===== config.mk =====
export PLATFORM = sky130hd
export DESIGN_NAME = iop_top
export DESIGN_NICKNAME = d
export VERILOG_FILES = /design/src/logic/iop_pkg.sv /design/src/logic/iop_top.sv
export SDC_FILE = /design/constraint.sdc
export NUM_CORES = 1
export LEC_CHECK = 0
export BUFFER_PORTS_ARGS = -buffer_cell sky130_fd_sc_hd__buf_4
export CAP_MARGIN = 20
export CORE_ASPECT_RATIO = 2
export CORE_UTILIZATION = 50
export CTS_BUF_LIST = sky130_fd_sc_hd__clkbuf_4 sky130_fd_sc_hd__clkbuf_8 sky130_fd_sc_hd__clkbuf_16
export CTS_CLUSTER_DIAMETER = 40
export DETAILED_ROUTE_END_ITERATION = 10
export PLACE_DENSITY = 0.79
export SETUP_SLACK_MARGIN = 0.2
export SLEW_MARGIN = 0
export SYNTH_ARGS = -nofsm -noshare
export SYNTH_HDL_FRONTEND = slang
export SYNTH_SLANG_ARGS = --single-unit

===== constraint.sdc =====
create_clock -name I_CORE_CLK -period 1.5 [get_ports I_CORE_CLK]
set_input_delay 0.15 -clock I_CORE_CLK [delete_from_list [all_inputs] [get_ports I_CORE_CLK]]
set_output_delay 0.15 -clock I_CORE_CLK [all_outputs]
set_load 0.02 [all_outputs]

===== src/logic/iop_pkg.sv =====
// Purpose: shared constants and carriers for the four-port i/o block
// Assumes: 8-bit register file, bank 0 holds the port data registers
// Notes: bit positions of the loose control inputs are collected here
package iop_pkg;
  localparam logic [3:0] BANK_PORTS = 4'h0;
  localparam logic [3:0] ADDR_P0 = 4'h0;
  localparam logic [3:0] ADDR_P1 = 4'h1;
  localparam logic [3:0] ADDR_P2 = 4'h2;
  localparam logic [3:0] ADDR_P3 = 4'h3;
  localparam logic [7:0] LATCH_RST = 8'h00;
  localparam logic [7:0] DIR_RST = 8'h00;
  localparam logic [7:0] P1_ABSENT = 8'hFF;
  localparam logic [7:0] RD_RST = 8'h00;
  // port_config_reg fields
  localparam int PCFG_CMP_OUT = 0;
  localparam int PCFG_P1_PP = 1;
  localparam int PCFG_P0_PP = 2;
  // low_ports_mode_reg fields, 1 = output
  localparam int LPM_P0_LO_OUT = 0;
  localparam int LPM_P0_HI_OUT = 1;
  localparam int LPM_P1_OUT = 2;
  // fourth-port mode register fields
  localparam int P3M_P2_PP = 0;
  localparam int P3M_ANALOG = 1;
  // timer_common_control fields
  localparam int TCC_EDGE_MODE = 7;
  localparam int TCC_P36_SEL = 6;
  localparam int TCC_LOGIC_HI = 5;
  localparam int TCC_LOGIC_LO = 4;
  // interrupt edge select codes (irq register bits 7:6)
  localparam logic [1:0] EDGE_FALL = 2'h0;
  localparam logic [1:0] EDGE_RISE = 2'h1;
  typedef struct packed {
    logic [7:0] dout;
    logic [7:0] oe;
    logic [7:0] pu_en;
  } iop_pin_out_type;
  typedef struct packed {
    logic wake_or;
    logic wake_and;
    logic [2:0] p3_level;
    logic div_latch;
    logic div_irq;
  } iop_smr_type;
endpackage


===== src/logic/iop_top.sv =====
// Purpose: three byte-wide i/o ports and a 4-bit port 3, with comparator and timer routing
// Assumes: one core clock; pin inputs are asynchronous and synchronised
// Notes: pin outputs are registered, so they trail the latches by a cycle
module iop_top #(
  parameter int PORT_W = 8
) (
  input wire logic I_CORE_CLK,
  input wire logic I_NRST,
  input wire logic I_STOP_RECOVERY,
  input wire logic I_STOP_MODE,
  input wire logic I_SMALL_PKG,
  input wire logic [3:0] I_RF_BANK,
  input wire logic [3:0] I_RF_ADDR,
  input wire logic I_RF_WE,
  input wire logic I_RF_RE,
  input wire logic [7:0] I_RF_WDATA,
  input wire logic [7:0] I_PORT_CFG,
  input wire logic I_LPM_WE,
  input wire logic [7:0] I_LPM_WDATA,
  input wire logic I_P2_DIR_WE,
  input wire logic [7:0] I_P2_DIR_WDATA,
  input wire logic [7:0] I_P3_MODE,
  input wire logic [1:0] I_IRQ_EDGE_SEL,
  input wire logic [7:0] I_TIMER_COMMON,
  input wire logic I_FIRST_TIMER_B0,
  input wire logic I_THIRD_TIMER_B0,
  input wire logic I_T8_OUT,
  input wire logic I_T16_OUT,
  input wire logic [1:0] I_PU_OPT_P0,
  input wire logic I_PU_OPT_P2,
  input wire logic [7:0] I_P0_IN,
  input wire logic [7:0] I_P1_IN,
  input wire logic [7:0] I_P2_IN,
  input wire logic [3:0] I_P3_IN,
  input wire logic [1:0] I_CMP_RESULT,
  output iop_pkg::iop_pin_out_type O_P0,
  output iop_pkg::iop_pin_out_type O_P1,
  output iop_pkg::iop_pin_out_type O_P2,
  output logic [3:0] O_P3_OUT,
  output logic O_CMP_PWR,
  output logic [7:0] O_RF_RDATA,
  output logic O_RF_RVALID,
  output logic O_IRQ_ZERO,
  output logic O_IRQ_ONE,
  output logic O_IRQ_TWO,
  output logic O_EDGE_IN,
  output iop_pkg::iop_smr_type O_SMR
);
  import iop_pkg::*;

  if (PORT_W != 8) begin : g_bad_width
    $error("iop_top: only 8-bit ports are supported");
  end

  //////////////////////////////////////////////////////////////////////////
  // input synchronisers: first stage is read by the second stage only
  localparam int SYNC_W = 31;
  logic [SYNC_W-1:0] sync1_r;
  logic [SYNC_W-1:0] sync2_r;
  logic [7:0] p0_pin;
  logic [7:0] p1_pin;
  logic [7:0] p2_pin;
  logic [3:0] p3_pin;
  logic [1:0] cmp_pin;
  logic small_pkg;

  always_ff @(posedge I_CORE_CLK or negedge I_NRST) begin
    if (!I_NRST) begin
      sync1_r <= '0;
      sync2_r <= '0;
    end else begin
      sync1_r <= {I_SMALL_PKG, I_CMP_RESULT, I_P3_IN, I_P2_IN, I_P1_IN,
                  I_P0_IN};
      sync2_r <= sync1_r;
    end
  end

  assign p0_pin = sync2_r[7:0];
  assign p1_pin = sync2_r[15:8];
  assign p2_pin = sync2_r[23:16];
  assign p3_pin = sync2_r[27:24];
  assign cmp_pin = sync2_r[29:28];
  assign small_pkg = sync2_r[30];

  //////////////////////////////////////////////////////////////////////////
  // register file decode
  logic bank_hit;
  logic wr_p0;
  logic wr_p1;
  logic wr_p2;
  logic wr_p3;

  assign bank_hit = (I_RF_BANK == BANK_PORTS);
  assign wr_p0 = I_RF_WE && bank_hit && (I_RF_ADDR == ADDR_P0);
  assign wr_p1 = I_RF_WE && bank_hit && (I_RF_ADDR == ADDR_P1);
  assign wr_p2 = I_RF_WE && bank_hit && (I_RF_ADDR == ADDR_P2);
  assign wr_p3 = I_RF_WE && bank_hit && (I_RF_ADDR == ADDR_P3);

  //////////////////////////////////////////////////////////////////////////
  // output latches
  logic [7:0] p0_latch_r;
  logic [7:0] p1_latch_r;
  logic [7:0] p2_latch_r;
  logic [3:0] p3_latch_r;

  always_ff @(posedge I_CORE_CLK or negedge I_NRST) begin
    if (!I_NRST) begin
      p0_latch_r <= LATCH_RST;
      p1_latch_r <= LATCH_RST;
      p2_latch_r <= LATCH_RST;
      p3_latch_r <= LATCH_RST[3:0];
    end else begin
      if (wr_p0) begin
        p0_latch_r <= I_RF_WDATA;
      end
      if (wr_p1 && !small_pkg) begin
        p1_latch_r <= I_RF_WDATA;
      end
      if (wr_p2) begin
        p2_latch_r <= I_RF_WDATA;
      end
      if (wr_p3) begin
        p3_latch_r <= I_RF_WDATA[7:4];
      end
    end
  end

  //////////////////////////////////////////////////////////////////////////
  // direction state; stop recovery clears ports 0 and 1, not port 2
  logic [2:0] lpm_r;
  logic [7:0] p2_dir_r;

  always_ff @(posedge I_CORE_CLK or negedge I_NRST) begin
    if (!I_NRST) begin
      lpm_r <= DIR_RST[2:0];
    end else if (I_STOP_RECOVERY) begin
      lpm_r <= DIR_RST[2:0];
    end else if (I_LPM_WE) begin
      lpm_r <= I_LPM_WDATA[2:0];
    end
  end

  always_ff @(posedge I_CORE_CLK or negedge I_NRST) begin
    if (!I_NRST) begin
      p2_dir_r <= DIR_RST;
    end else if (I_P2_DIR_WE) begin
      p2_dir_r <= I_P2_DIR_WDATA;
    end
  end

  //////////////////////////////////////////////////////////////////////////
  // pin drivers; open-drain only enables the driver for a low level
  logic [7:0] p0_dir;
  logic [7:0] p1_dir;
  logic p0_pp;
  logic p1_pp;
  logic p2_pp;

  assign p0_dir = {{4{lpm_r[LPM_P0_HI_OUT]}}, {4{lpm_r[LPM_P0_LO_OUT]}}};
  assign p1_dir = {8{lpm_r[LPM_P1_OUT] & ~small_pkg}};
  assign p0_pp = I_PORT_CFG[PCFG_P0_PP];
  assign p1_pp = I_PORT_CFG[PCFG_P1_PP];
  assign p2_pp = I_P3_MODE[P3M_P2_PP];

  always_ff @(posedge I_CORE_CLK or negedge I_NRST) begin
    if (!I_NRST) begin
      O_P0 <= '0;
      O_P1 <= '0;
      O_P2 <= '0;
    end else begin
      O_P0.dout <= p0_latch_r;
      O_P0.oe <= p0_dir & (p0_pp ? 8'hFF : ~p0_latch_r);
      O_P0.pu_en <= ~p0_dir &
                    {{4{I_PU_OPT_P0[1]}}, {4{I_PU_OPT_P0[0]}}};
      O_P1.dout <= p1_latch_r;
      O_P1.oe <= p1_dir & (p1_pp ? 8'hFF : ~p1_latch_r);
      O_P1.pu_en <= 8'h00;
      O_P2.dout <= p2_latch_r;
      O_P2.oe <= p2_dir_r & (p2_pp ? 8'hFF : ~p2_latch_r);
      O_P2.pu_en <= ~p2_dir_r & {8{I_PU_OPT_P2}};
    end
  end

  //////////////////////////////////////////////////////////////////////////
  // port 3 inputs, comparators and edge interrupts
  logic analog;
  logic [3:0] p3_eff;
  logic [3:0] p3_prev_r;
  logic [3:1] rise;
  logic [3:1] fall;
  logic [3:1] edge_hit;

  assign analog = I_P3_MODE[P3M_ANALOG];
  // comparator results are meaningless while powered down
  assign p3_eff[0] = p3_pin[0];
  assign p3_eff[1] = analog ? (cmp_pin[0] & ~I_STOP_MODE) : p3_pin[1];
  assign p3_eff[2] = analog ? (cmp_pin[1] & ~I_STOP_MODE) : p3_pin[2];
  assign p3_eff[3] = p3_pin[3];
  assign rise = p3_eff[3:1] & ~p3_prev_r[3:1];
  assign fall = ~p3_eff[3:1] & p3_prev_r[3:1];
  always_comb begin
    case (I_IRQ_EDGE_SEL)
      EDGE_FALL: edge_hit = fall;
      EDGE_RISE: edge_hit = rise;
      default: edge_hit = rise | fall;
    endcase
  end

  always_ff @(posedge I_CORE_CLK or negedge I_NRST) begin
    if (!I_NRST) begin
      p3_prev_r <= 4'h0;
      O_IRQ_ZERO <= 1'h0;
      O_IRQ_ONE <= 1'h0;
      O_IRQ_TWO <= 1'h0;
      O_CMP_PWR <= 1'h0;
    end else begin
      p3_prev_r <= p3_eff;
      O_IRQ_TWO <= edge_hit[1];
      O_IRQ_ZERO <= edge_hit[2];
      O_IRQ_ONE <= edge_hit[3] & ~analog;
      O_CMP_PWR <= analog & ~I_STOP_MODE;
    end
  end

  //////////////////////////////////////////////////////////////////////////
  // wake-up and stop-recovery sources
  always_ff @(posedge I_CORE_CLK or negedge I_NRST) begin
    if (!I_NRST) begin
      O_SMR <= '0;
    end else begin
      O_SMR.wake_or <= |p2_pin;
      O_SMR.wake_and <= &p2_pin;
      // software must select digital mode for these to wake the part
      O_SMR.p3_level <= analog ? 3'h0 : p3_pin[3:1];
      O_SMR.div_latch <= analog & p3_pin[3];
      O_SMR.div_irq <= analog & edge_hit[3];
    end
  end

  //////////////////////////////////////////////////////////////////////////
  // counter/timer edge input and port 3 output routing
  logic logic_out;
  logic [3:0] p3_drive;

  always_comb begin
    case (I_TIMER_COMMON[TCC_LOGIC_HI:TCC_LOGIC_LO])
      2'h0: logic_out = I_T8_OUT & I_T16_OUT;
      2'h1: logic_out = I_T8_OUT | I_T16_OUT;
      2'h2: logic_out = ~(I_T8_OUT | I_T16_OUT);
      default: logic_out = ~(I_T8_OUT & I_T16_OUT);
    endcase
  end

  always_comb begin
    p3_drive = p3_latch_r;
    if (I_FIRST_TIMER_B0) begin
      p3_drive[0] = I_T8_OUT;
    end
    if (I_PORT_CFG[PCFG_CMP_OUT]) begin
      p3_drive[0] = p3_eff[1];
      p3_drive[3] = p3_eff[2];
    end
    if (I_THIRD_TIMER_B0) begin
      p3_drive[1] = I_T16_OUT;
    end
    if (!I_TIMER_COMMON[TCC_EDGE_MODE] && I_TIMER_COMMON[TCC_P36_SEL]) begin
      p3_drive[2] = logic_out;
    end
  end

  always_ff @(posedge I_CORE_CLK or negedge I_NRST) begin
    if (!I_NRST) begin
      O_P3_OUT <= 4'h0;
      O_EDGE_IN <= 1'h0;
    end else begin
      O_P3_OUT <= p3_drive;
      O_EDGE_IN <= I_TIMER_COMMON[TCC_P36_SEL] ? p2_pin[0] :
                   p3_pin[1];
    end
  end

  //////////////////////////////////////////////////////////////////////////
  // read path: pin levels, except small-package port 1 (all ones), port 3 bits 7:4 (registered outputs) and, in analog mode, bits 3:1 (0, comparators)
  logic [7:0] rd_mux;

  always_comb begin
    case (I_RF_ADDR)
      ADDR_P0: rd_mux = p0_pin;
      ADDR_P1: rd_mux = small_pkg ? P1_ABSENT : p1_pin;
      ADDR_P2: rd_mux = p2_pin;
      ADDR_P3: rd_mux = {O_P3_OUT, (analog ? 1'h0 : p3_eff[3]),
                         p3_eff[2:0]};
      default: rd_mux = RD_RST;
    endcase
  end

  always_ff @(posedge I_CORE_CLK or negedge I_NRST) begin
    if (!I_NRST) begin
      O_RF_RDATA <= RD_RST;
      O_RF_RVALID <= 1'h0;
    end else begin
      O_RF_RVALID <= I_RF_RE && bank_hit && (I_RF_ADDR <= ADDR_P3);
      if (I_RF_RE) begin
        O_RF_RDATA <= rd_mux;
      end
    end
  end
endmodule


# == After elaboration in Yosys (flattened, before gate mapping) ==
# Index checks and enable logic that the tools add are counted.
# classes
mul,0
n_addsub,0
div,0
n_mux,19
magnitude_cmp,1
shifts,0
bitwise_logic,29
reduce_logical,18
n_eq_ne,6
# op_table
cell,n
$and 8x8->8,5
$not 8->8,5
$mux 8,4
$pmux 8 s4,1
$logic_and 1x1->1,9
$mux 1,9
$mux 3,3
$and 1x1->1,8
$eq 4x2->1 const B,2
$logic_not 4->1,2
$reduce_and 8->1,1
$reduce_or 8->1,1
$and 3x3->3,2
$not 3->3,2
$pmux 3 s2,1
$not 1->1,5
$eq 2x1->1 const B,2
$eq 4x1->1 const B,1
$le 4x2->1 const B,1
$logic_not 2->1,2
$or 3x3->3,1
$pmux 1 s3,1
$eq 2x2->1 const B,1
$logic_not 1->1,2
other kinds (2),2
# totals
latchBits,0
romBits,0
wordCells,103
memories,0
out_inout_bits,97
mem_bits_rw,0
in_bits,104
ff_bits,194

# == Longest topological paths before layout ==
# Gate-level depths: netlist of run 1.
# logic_depth
ltp_word,8
ltp_mapped,7

# == Worst setup path after synthesis of run 1 ==
# Ideal clock, no wire load.
# synth_timing
path_type,flip-flop to flip-flop
startpoint,register sync2_r[25]
endpoint,register O_IRQ_TWO
period_less_slack_ns,1.359
required_time_ns,1.373
arrival_ns,1.232
n_path_buf,0
setup_time_ns,0.127
path_stages_with_launch,7
setup_slack_ns,0.141
cell_sequence,dfrtp_1 > nor2b_1 > a21oi_1 > inv_1 > ha_1 > a211oi_1 > a21oi_1
# synth_via
elab_chain_len,5
word_cells_on_any_way,6
# synth_rtl
item,line,text
from (decl),iop_top.sv:59,logic [SYNC_W-1:0] sync2_r;
from (signal assigned),iop_top.sv:74,sync2_r <= sync1_r;
$mux 1 *,iop_top.sv:196,assign p3_eff[1] = analog ? (cmp_pin[0] & ~I_STOP_MODE) : p3_pin[1];
via p3_eff[1],iop_top.sv:187,logic [3:0] p3_eff;
$not 3->3,iop_top.sv:200,assign fall = ~p3_eff[3:1] & p3_prev_r[3:1];
$and 3x3->3,iop_top.sv:200,
$or 3x3->3,iop_top.sv:205,default: edge_hit = rise | fall;
$pmux 3 s2 *,iop_top.sv:202,case (I_IRQ_EDGE_SEL)
via edge_hit (one bit),iop_top.sv:191,logic [3:1] edge_hit;
to (signal assigned),iop_top.sv:218,O_IRQ_TWO <= edge_hit[1];
to (decl),iop_top.sv:45,"output logic O_IRQ_TWO,"
# Mark *: on every way through the listed nets, which the timed path passes. The rest lies on a longest branch.
# A chain may end at the register's enable or synchronous reset.

# == Worst setup path after layout of run 1 ==
# layout_timing
startpoint,register sync2_r[25]
endpoint,register O_SMR[2] (netlist bit)
# layout_via
elab_chain_len,1
# layout_rtl
item,line,text
$mux 3,iop_top.sv:234,O_SMR.p3_level <= analog ? 3'h0 : p3_pin[3:1];
to (decl),iop_top.sv:47,output iop_pkg::iop_smr_type O_SMR
# Every way passes these cells.

==> qor.csv, run 1 <==
stage,metric,value,unit
status,status,"complete, no violations",
power_and_ir_drop,pwr dens,1200,nW/um^2
place,post-detail-place hpwl,10.6,mm
drt,Detailed Route WL,15.2,mm
global_routing,number of global-route vias before repair,4689,
place,gpl congestion,0.859,
logic_synthesis,cell area after synthesis,6300,um^2
cells_and_area,layout cell share with drive strength beyond 1,42.9,%
logic_synthesis,unique cell type count in the Yosys netlist,40,
worst_setup_path,CP Max Fanout,2,
logic_synthesis,largest cells by area after synthesis,"dfrtp_1, mux2_2, nor2b_1",
hold_path,Hold Crit Class,primary input to flop,
floorplan,I/O Pins,201,
worst_setup_path,crit path launch type,flop,
global_routing,initial antenna violation count,0,
power_and_ir_drop,Peak VDD IR,1.12,mV
logic_synthesis,"area leader, netlist",dfrtp_1,
global_routing,global-route wire length before repair,23.8,mm
worst_setup_path,r2r setup slk,0.18,ns
power_and_ir_drop,Leak Pwr,4.61,nW
drt,via count,4124,
logic_synthesis,sequential fraction of the synthesis area,74.3,%
worst_setup_path,cells along the critical path,"nor2b_4, buf_4, dlygate4sd3_1",
sta,RSZ-0062 raised after global routing,yes,
floorplan,die footprint,13100,um^2
sta,Final WS setup,0.179,ns
drt,Antenna Nets Post-Route,0,
sta,final hold viol count,0,
clocking,"Reg clk slew, reported paths",0.07,ns
logic_synthesis,Synth top area share,74.3,%
floorplan,Core Area,12200,um^2
worst_setup_path,FF-to-FF path depth,3,
cells_and_area,multi-input logic area,1540,um^2
sta,slew of the pin with the lowest slew margin,0.576,ns
hold_path,hold path start,I_RF_WDATA[7],
worst_setup_path,CP required,1.80,ns
floorplan,Initial Util,51.7,%
floorplan,Rows,57,
drt,1st-pass router iterations,4,
logic_synthesis,Mean Syn Cell Area,15.8,um^2
cells_and_area,Final Instance Count excl. Fillers,813,
floorplan,die width,81.4,um
worst_setup_path,launch point of the worst reg-to-reg path,sync2_r[25],
cells_and_area,fill count,729,
sta,Max Fclk,0.757,GHz
cells_and_area,"Net count, final",763,
worst_setup_path,max incr delay on CP,0.55,ns
sta,Setup TNS Final,0,ns
worst_setup_path,reg-to-reg endpoint,O_SMR[2],
sta,Final Skew,0.00764,ns
worst_setup_path,"Slowest-stage cell, CP",dlygate4sd3_1,
floorplan,height of the die,161,um
drt,Vias/cell,5.07,
worst_setup_path,Arrival @ worst endpoint,1.62,ns
run,max_cap viols,0,
clocking,CTS Buf Count,17,
sta,Slew HR,61.1,%
place,Placement Setup Slack,-0.0599,ns
drt,Initial DRC Count,173,
logic_synthesis,Synth Warn #,0,
clocking,Root Buffer,clkbuf_16,
drt,DR WL/cell,18.7,um
cells_and_area,storage element area,4680,um^2
clocking,Longest Clk Path Bufs,2,
sta,final setup fails,0,
clocking,"Clk Latency, worst-skew pair",0.41,ns
global_routing,largest net degree at the start of global routing,46,
hold_path,WHS Endpoint,p0_latch_r[7],
sta,"Slew Viols, Final",0,
global_routing,total track usage,25.3,%
cells_and_area,area grow syn2layout,44.5,%
place,I/O Buffers,172,
worst_setup_path,CP Capture Type,flop,
sta,"Period Utilization, post-route",88.1,%
clocking,H-tree levels,4,
hold_path,hold-critical path depth,2,
global_routing,Overflow after GRT,0,
sta,Tmin final,1.32,ns
clocking,CTS Sinks,187,
drt,DRC errors left,0,
worst_setup_path,Setup Crit Path Kind,flop to flop,
cells_and_area,ANT cells,0,
place,DP Cell Count,717,
clocking,CTS tree,yes,
logic_synthesis,Mapped Cells,398,
logic_synthesis,Synth Register Bits,187,
## through the flow
stage	utilization (%)	total power [mW]	hold WS (ns)	area (um^2)
CTS	74.2	11.0	0.00272	9050
global route	74.6	11.3	0.0118	9100
finish	74.6	10.9	0.0191	9100
floorplan	-	5.95	-0.146	6330
detailed placement	64.3	6.59	0.103	7850
global placement	64.3	6.54	0.0944	7850
## synthesized netlist by cell type
cell,number
a211oi_1,4
o32a_1,2
and4bb_2,1
nor2_1,14
nor4_4,1
nand2_1,3
buf_4,14
or3_2,1
o22a_1,1
nand3_1,1
or4b_1,1
a22oi_1,2
a21oi_1,13
nand4_1,2
nor3b_1,1
o221ai_1,1
o41ai_1,1
nand2b_1,4
conb_1,1
dfrtp_1,187
nand4_2,1
and2_1,3
nor3_1,1
nor4_1,2
nand4b_2,2
o21ai_0,4
inv_1,12
a21boi_0,16
or3b_2,1
a221o_1,5
ha_1,6
nor4b_1,1
nor2b_1,24
buf_2,2
o22ai_1,5
a21o_1,2
mux2i_1,9
clkbuf_1,5
mux2_2,41
and3_1,1
## sequential cells by signal, summed over array words and instances, names as in the netlist, 4 cells and up
name and flops:
sync1_r 31, sync2_r 31, O_P2 24, O_P0 18, O_P1 16, O_RF_RDATA 8, p0_latch_r 8, p1_latch_r 8
p2_dir_r 8, p2_latch_r 8, O_SMR 7, O_P3_OUT 4, p3_latch_r 4
## worst max-delay path by stage
stage | start | end
2_1_floorplan | sync2_r[26] | O_IRQ_ZERO
3_3_place_gp | I_RF_BANK[1] | p2_latch_r[0]
3_5_place_dp | I_P3_MODE[1] | O_IRQ_ZERO
4_1_cts | sync2_r[25] | O_IRQ_TWO
5_1_grt | sync2_r[26] | O_IRQ_ZERO
6_report | sync2_r[25] | O_SMR[2]
## power breakdown
| part | internal [mW] | total [mW] | leakage, nW | switching [mW] |
|---|---|---|---|---|
| Combinational | 0.604 | 1.21 | 1.96 | 0.606 |
| Sequential | 5.31 | 5.45 | 2.37 | 0.142 |
| Clock | 2.24 | 4.24 | 0.274 | 2.00 |
| Total | 8.15 | 10.9 | 4.61 | 2.75 |
## cell type report
cell class,count,area share (%)
repair buffers,250,22.9
multi-input cells,185,16.9
clock buffers,18,4.82
flip-flops and latches,187,51.4
clock inverters,14,1.36
inverters,12,0.495
well taps,147,2.02
## cell families after synthesis
family	count (synthesis)	share of synthesized area, %
buffers and inverters	33	2.84
multiplexers	50	8.76
other	1	0.0595
flip-flops	187	74.3
AND/OR/NAND/NOR	65	6.63
adder cells (fa/ha/maj)	6	1.19
AO/OA/AOI/OAI	56	6.24
## worst max-delay path, delay by kind of cell, from the launching register on
family,cells,cell delay (ns)
buf+inv,2,0.68
flops,1,0.39
simple gates,1,0.14
## layout by cell type (no fill, tap or decap), types with 2 or more instances in the layout
| master | n |
|---|---|
| nand4_1 | 2 |
| buf_12 | 5 |
| dlygate4sd3_1 | 57 |
| o32a_1 | 2 |
| mux2i_1 | 9 |
| inv_6 | 6 |
| nand2b_1 | 4 |
| a211oi_1 | 2 |
| clkbuf_16 | 17 |
| a21oi_1 | 12 |
| nor2b_4 | 3 |
| a211oi_2 | 2 |
| clkinv_4 | 2 |
| ha_1 | 4 |
| o22ai_1 | 5 |
| clkbuf_8 | 2 |
| nand2_1 | 3 |
| dfrtp_1 | 186 |
| buf_4 | 187 |
| nor2b_1 | 20 |
| and2_1 | 3 |
| inv_1 | 10 |
| o21ai_0 | 3 |
| a21o_1 | 2 |
| nor2_1 | 14 |
| a21boi_0 | 16 |
| conb_1 | 8 |
| inv_2 | 2 |
| clkinvlp_4 | 2 |
| inv_8 | 3 |
| a221o_1 | 5 |
| mux2_2 | 41 |
| nor4_1 | 2 |
| a22oi_1 | 2 |
## timing repair
| action | CTS | global route |
|---|---|---|
| buffers inserted | 4 | 3 |
| hold buffers | 57 | 0 |
| setup endpoints to repair | 11 | 6 |
| pin swaps | 2 | 1 |
| resized for setup | 13 | 5 |
| hold endpoints to repair | 95 | 0 |
## layer usage
| layer | track usage (%) | up-vias | share of wire (%) |
|---|---|---|---|
| met5 | 0 | - | 0 |
| met2 | 46.2 | 172 | 58 |
| met3 | 4.38 | 35 | 4.3 |
| met4 | 13.6 | 0 | 4.1 |
| met1 | 26.3 | 2059 | 34 |
| li1 | - | 1858 | - |
Note: power is estimated with default switching activity, not from simulation.
==> inputs of run 2 (changes only) <==
CORE_UTILIZATION = 54   (was 50)
PLACE_DENSITY = 0.84   (was 0.79)
clock period = 1.6 ns   (was 1.5 ns; I/O delays follow)
==> run 2 against run 1 <==
Effect of this change:
- register-to-register slack gained 0.03 ns
- die area shrank 7.3%
- count of clock-buffer cells in the layout grew 1
- non-clock buffer count shrank 2
- global-route usage grew 2.5 points
- design area shrank 0.58%
- critical endpoint is now O_IRQ_TWO
==> qor.csv, run 2 (same netlist as run 1, synthesis figures left out) <==
stage,metric,value,unit
clocking,CTS Sinks,187,
worst_setup_path,CP Capture Type,flop,
power_and_ir_drop,pwr dens,1170,nW/um^2
global_routing,global-route wire length before repair,24.3,mm
cells_and_area,Regs by FF count,"sync1_r x31, sync2_r x31, O_P2 x24",
cells_and_area,storage element area,4680,um^2
floorplan,Initial Util,55.5,%
cells_and_area,Final Instance Count excl. Fillers,805,
place,gpl congestion,0.898,
cells_and_area,most frequent cells in the layout,"dfrtp_1, buf_4, dlygate4sd3_1",
clocking,"Reg clk slew, reported paths",0.07,ns
sta,"Period Utilization, post-route",87.0,%
clocking,H-tree levels,4,
power_and_ir_drop,switching portion of total power,23.6,%
drt,Detailed Route WL,15.6,mm
clocking,CTS Buf Count,17,
drt,Vias/cell,5.18,
floorplan,Rows,55,
hold_path,Hold Crit Class,primary input to flop,
sta,Max Fclk,0.718,GHz
sta,final hold viol count,0,
sta,Tmin final,1.39,ns
place,post-detail-place hpwl,10.4,mm
floorplan,die width,78.4,um
global_routing,total track usage,27.8,%
cells_and_area,"most common cell after layout, fill and taps aside",dfrtp_1,
floorplan,die footprint,12100,um^2
place,DP Cell Count,712,
cells_and_area,layout cell share with drive strength beyond 1,41.0,%
power_and_ir_drop,power share of the combinational group,10.6,%
sta,final setup fails,0,
global_routing,Overflow after GRT,0,
cells_and_area,multi-input logic area,1500,um^2
power_and_ir_drop,Peak VDD IR,0.836,mV
power_and_ir_drop,Tot Pwr,10.6,mW
place,I/O Buffers,172,
floorplan,I/O Pins,201,
sta,RSZ-0062 raised after global routing,yes,
clocking,"Clk Latency, worst-skew pair",0.42,ns
worst_setup_path,CP required,1.90,ns
worst_setup_path,Arrival @ worst endpoint,1.69,ns
sta,"Slew Viols, Final",0,
sta,Slew HR,50.3,%
worst_setup_path,crit path launch type,flop,
clocking,Longest Clk Path Bufs,2,
floorplan,Core Area,11400,um^2
sta,hold slack,0.0311,ns
sta,Final Skew,0.0143,ns
drt,DR WL/cell,19.4,um
power_and_ir_drop,internal power,8.06,mW
drt,1st-pass router iterations,4,
floorplan,height of the die,155,um
power_and_ir_drop,Clk pwr share,40.9,%
status,status,"complete, no violations",
clocking,CTS tree,yes,
cells_and_area,"Net count, final",761,
global_routing,number of global-route vias before repair,4767,
cells_and_area,area grow syn2layout,43.7,%
clocking,Root Buffer,clkbuf_16,
drt,Antenna Nets Post-Route,0,
global_routing,initial antenna violation count,0,
worst_setup_path,Setup Crit Path Kind,flop to flop,
power_and_ir_drop,Leak Pwr,4.59,nW
sta,slew of the pin with the lowest slew margin,0.744,ns
cells_and_area,ANT cells,0,
global_routing,largest net degree at the start of global routing,69,
drt,via count,4168,
worst_setup_path,CP Max Fanout,3,
run,max_cap viols,0,
drt,DRC errors left,0,
power_and_ir_drop,Reg power frac,48.5,%
power_and_ir_drop,sw power,2.49,mW
cells_and_area,fill count,650,
drt,Initial DRC Count,137,
-- run 2: path summary, 6_finish.rpt --
check / start / to / slack (ns) / depth (start not counted)
setup reg to reg: sync2_r[25] / O_IRQ_TWO / 0.21 / 6
hold / removal: I_P3_MODE[1] / O_SMR[1] / 0.03 / 2
hold reg to reg: sync1_r[17] / sync2_r[17] / 0.34 / 0
setup / recovery: sync2_r[25] / O_IRQ_TWO / 0.21 / 6
min in group asynchronous: I_NRST / O_P0[16] / 0.29 / 2
max in group asynchronous: I_NRST / p0_latch_r[5] / 0.71 / 3
-- run 2: cell type report --
class	count	area share (%)
Tap cell	142	1.96
Clock buffer	19	4.94
Multi-Input combinational cell	185	16.5
Sequential cell	187	51.7
Clock inverter	12	1.80
Timing Repair Buffer	248	22.6
Inverter	12	0.498
-- run 2: power by group through the flow --
stage               Clock, mW  Sequential, mW  Combinational [mW]
global placement            0            5.18               0.949
floorplan                   0            5.30               0.275
detailed placement          0            5.20               0.976
finish                   4.32            5.12                1.12
global route             4.58            5.14                1.19
CTS                      4.38            5.11                1.11
-- run 2: per-layer routing --
layer  up-vias  global-route usage (%)  share of wire, %
met4         0                    14.6               3.9
met1      2090                    28.1                34
li1       1854                       -                 -
met2       185                    51.9                58
met5         -                       0                 0
met3        39                    6.19               4.6
-- run 2: repair_timing --
| action | in CTS | in global routing |
|---|---|---|
| buffers inserted | 2 | 0 |
| endpoints found under the hold margin | 123 | 0 |
| gates resized for setup | 4 | 4 |
| hold buffers | 60 | 0 |
| gates cloned | 0 | 0 |
| setup endpoints to repair | 2 | 12 |
-- run 2: critical path: stages (launching register included) --
cell	delay, ns
dfrtp_1	0.39
nor2b_1	0.15
a21oi_2	0.18
inv_2	0.06
ha_2	0.19
a211oi_2	0.23
a21oi_1	0.07
-- run 2: metrics by stage --
step | area, um^2 | setup TNS, ns | setup WS, ns | util [%]
after floorplan | 6330 | 0 | 0.241 | -
after global placement | 7800 | 0 | 0.0202 | 68.7
after detailed placement | 7800 | -0.0472 | -0.0159 | 68.7
after CTS | 9040 | 0 | 0.222 | 79.6
after global routing | 9050 | 0 | 0.132 | 79.7
final | 9050 | 0 | 0.207 | 79.7
==> inputs of run 3 (changes only) <==
BUFFER_PORTS_ARGS = -buffer_cell sky130_fd_sc_hd__buf_2   (was -buffer_cell sky130_fd_sc_hd__buf_4)
SETUP_SLACK_MARGIN = 0.4   (was 0.2)
==> run 3 against run 2 <==
Effect of this change:
- register-to-register slack lost 0.02 ns
- via count grew 1.3%
- non-clock buffer count shrank 10
- clock skew shrank 0.0047 ns
- setup slack lost 0.015 ns
- die area is the same
- global-route usage shrank 1.1 points
- largest cell class unchanged
- largest power group unchanged
==> qor.csv, run 3 (same netlist as run 1, synthesis figures left out) <==
stage,metric,value,unit
cells_and_area,Regs by FF count,"sync1_r x31, sync2_r x31, O_P2 x24",
clocking,CTS Sinks,187,
power_and_ir_drop,switching portion of total power,25.5,%
worst_setup_path,Setup Crit Path Kind,flop to flop,
sta,slew of the pin with the lowest slew margin,0.816,ns
sta,Setup TNS Final,0,ns
drt,Vias/cell,5.30,
drt,DR WL/cell,19.7,um
status,status,"complete, no violations",
sta,Final Skew,0.00955,ns
run,max_cap viols,0,
place,post-detail-place hpwl,10.0,mm
worst_setup_path,reg-to-reg endpoint,O_IRQ_TWO,
power_and_ir_drop,Reg power frac,50.0,%
global_routing,Overflow after GRT,0,
floorplan,I/O Pins,201,
clocking,Longest Clk Path Bufs,2,
drt,Antenna Nets Post-Route,0,
cells_and_area,layout cell share with drive strength beyond 1,45.3,%
worst_setup_path,FF-to-FF path depth,7,
place,gpl congestion,0.866,
sta,Max Fclk,0.710,GHz
power_and_ir_drop,internal power,7.63,mW
drt,Initial DRC Count,159,
cells_and_area,"Net count, final",751,
place,Area after DPL,7340,um^2
place,I/O Buffers,172,
worst_setup_path,r2r setup slk,0.19,ns
clocking,"Reg clk slew, reported paths",0.07,ns
power_and_ir_drop,power share of the combinational group,10.0,%
cells_and_area,Finished Cell Area,8680,um^2
drt,Detailed Route WL,15.7,mm
worst_setup_path,crit path launch type,flop,
power_and_ir_drop,Leak Pwr,4.47,nW
cells_and_area,most frequent cells in the layout,"dfrtp_1, buf_2, dlygate4sd3_1",
sta,final setup fails,0,
drt,via count,4221,
power_and_ir_drop,pwr dens,1180,nW/um^2
sta,RSZ-0062 raised after global routing,yes,
clocking,H-tree levels,4,
worst_setup_path,CP required,1.88,ns
clocking,CTS tree,yes,
cells_and_area,storage element area,4680,um^2
cells_and_area,multi-input logic area,1640,um^2
cells_and_area,"most common cell after layout, fill and taps aside",dfrtp_1,
floorplan,Initial Util,55.5,%
power_and_ir_drop,Clk pwr share,40.1,%
hold_path,hold path start,I_THIRD_TIMER_B0,
worst_setup_path,launch point of the worst reg-to-reg path,sync2_r[25],
hold_path,hold-critical path depth,2,
sta,Tmin final,1.41,ns
worst_setup_path,CP Max Fanout,2,
worst_setup_path,CP Capture Type,flop,
floorplan,Rows,55,
global_routing,largest net degree at the start of global routing,87,
sta,"Slew Viols, Final",0,
sta,final hold viol count,0,
global_routing,number of global-route vias before repair,4583,
power_and_ir_drop,Peak VDD IR,1.33,mV
cells_and_area,area grow syn2layout,37.7,%
hold_path,Hold Crit Class,primary input to flop,
clocking,CTS Buf Count,17,
cells_and_area,fill count,641,
global_routing,global-route wire length before repair,23.5,mm
worst_setup_path,Arrival @ worst endpoint,1.69,ns
sta,Slew HR,45.5,%
clocking,Root Buffer,clkbuf_16,
sta,"Period Utilization, post-route",88.0,%
global_routing,initial antenna violation count,1,
power_and_ir_drop,sw power,2.62,mW
floorplan,Core Area,11400,um^2
hold_path,WHS Endpoint,O_P3_OUT[1],
drt,DRC errors left,0,
global_routing,total track usage,26.8,%
floorplan,height of the die,155,um
floorplan,die width,78.4,um
floorplan,die footprint,12100,um^2
drt,1st-pass router iterations,4,
clocking,"Clk Latency, worst-skew pair",0.42,ns
-- run 3: cell count changes in the layout (fill, tap and decap cells not counted), sizes merged, moves of 2 or more --
cell / before / now
clkbuf: 20 / 18
bufinv: 3 / 1
dlygate4sd3: 60 / 50
inv: 15 / 21
-- run 3: worst max path at each step --
| stage | start | endpoint | slack, ns | cells past startpoint |
|---|---|---|---|---|
| 2_1_floorplan | sync2_r[30] | p1_latch_r[0] | 0.31 | 3 |
| 3_3_place_gp | I_RF_BANK[1] | p1_latch_r[1] | 0.03 | 4 |
| 3_5_place_dp | I_RF_BANK[1] | p0_latch_r[3] | -0.002 | 4 |
| 4_1_cts | sync2_r[26] | O_IRQ_ZERO | 0.27 | 7 |
| 5_1_grt | sync2_r[25] | O_IRQ_TWO | 0.11 | 7 |
| 6_report | sync2_r[25] | O_IRQ_TWO | 0.19 | 7 |
-- run 3: power by group through the flow --
stage | clock network, mW | registers [mW] | logic, mW
finish | 4.11 | 5.12 | 1.02
global route | 4.36 | 5.14 | 1.10
CTS | 4.16 | 5.11 | 0.972
detailed placement | 0 | 5.19 | 0.841
global placement | 0 | 5.18 | 0.808
floorplan | 0 | 5.30 | 0.280
-- run 3: final cells by class --
| type | count | share of cell area, % |
|---|---|---|
| inverter | 12 | 0.519 |
| timing repair buffer | 238 | 17.9 |
| tap | 142 | 2.05 |
| multi-input combinational | 185 | 18.9 |
| antenna | 1 | 0.0288 |
| sequential | 187 | 54.0 |
| clock inverter | 14 | 1.72 |
| clock buffer | 17 | 4.90 |
-- run 3: worst max-delay path, stage by stage (launching register included) --
cell,delay [ns]
dfrtp_1,0.35
nor2b_4,0.16
a21oi_2,0.05
buf_4,0.15
ha_4,0.14
nor2b_4,0.12
a211oi_2,0.21
a21oi_1,0.10
-- run 3: repair_timing --
item,4_1_cts,5_1_grt
pin swaps,2,10
setup buffers,7,2
resized for setup,14,31
hold buffers,50,0
endpoints found under the hold margin,150,0
setup endpoints to repair,23,40
-- run 3: routing by layer --
layer | track usage, % | up-vias | part of all wire (%)
met5 | 0 | - | 0
met4 | 17.4 | 0 | 4.5
met3 | 5.31 | 39 | 3.5
met2 | 47.9 | 168 | 58
met1 | 27.9 | 2171 | 34
li1 | - | 1843 | -
-- run 3: metrics by stage --
step | util [%] | hold WS, ns | std cells | setup slack, ns | power (mW)
2_1_floorplan | - | -0.136 | 405 | 0.314 | 5.58
3_3_place_gp | 64.7 | 0.0579 | 705 | 0.0271 | 5.99
3_5_place_dp | 64.7 | 0.0614 | 705 | -0.00184 | 6.03
4_1_cts | 75.1 | 0.000930 | 793 | 0.273 | 10.2
5_1_grt | 76.4 | 0.00718 | 796 | 0.114 | 10.6
6_report | 76.4 | 0.0204 | 796 | 0.192 | 10.2
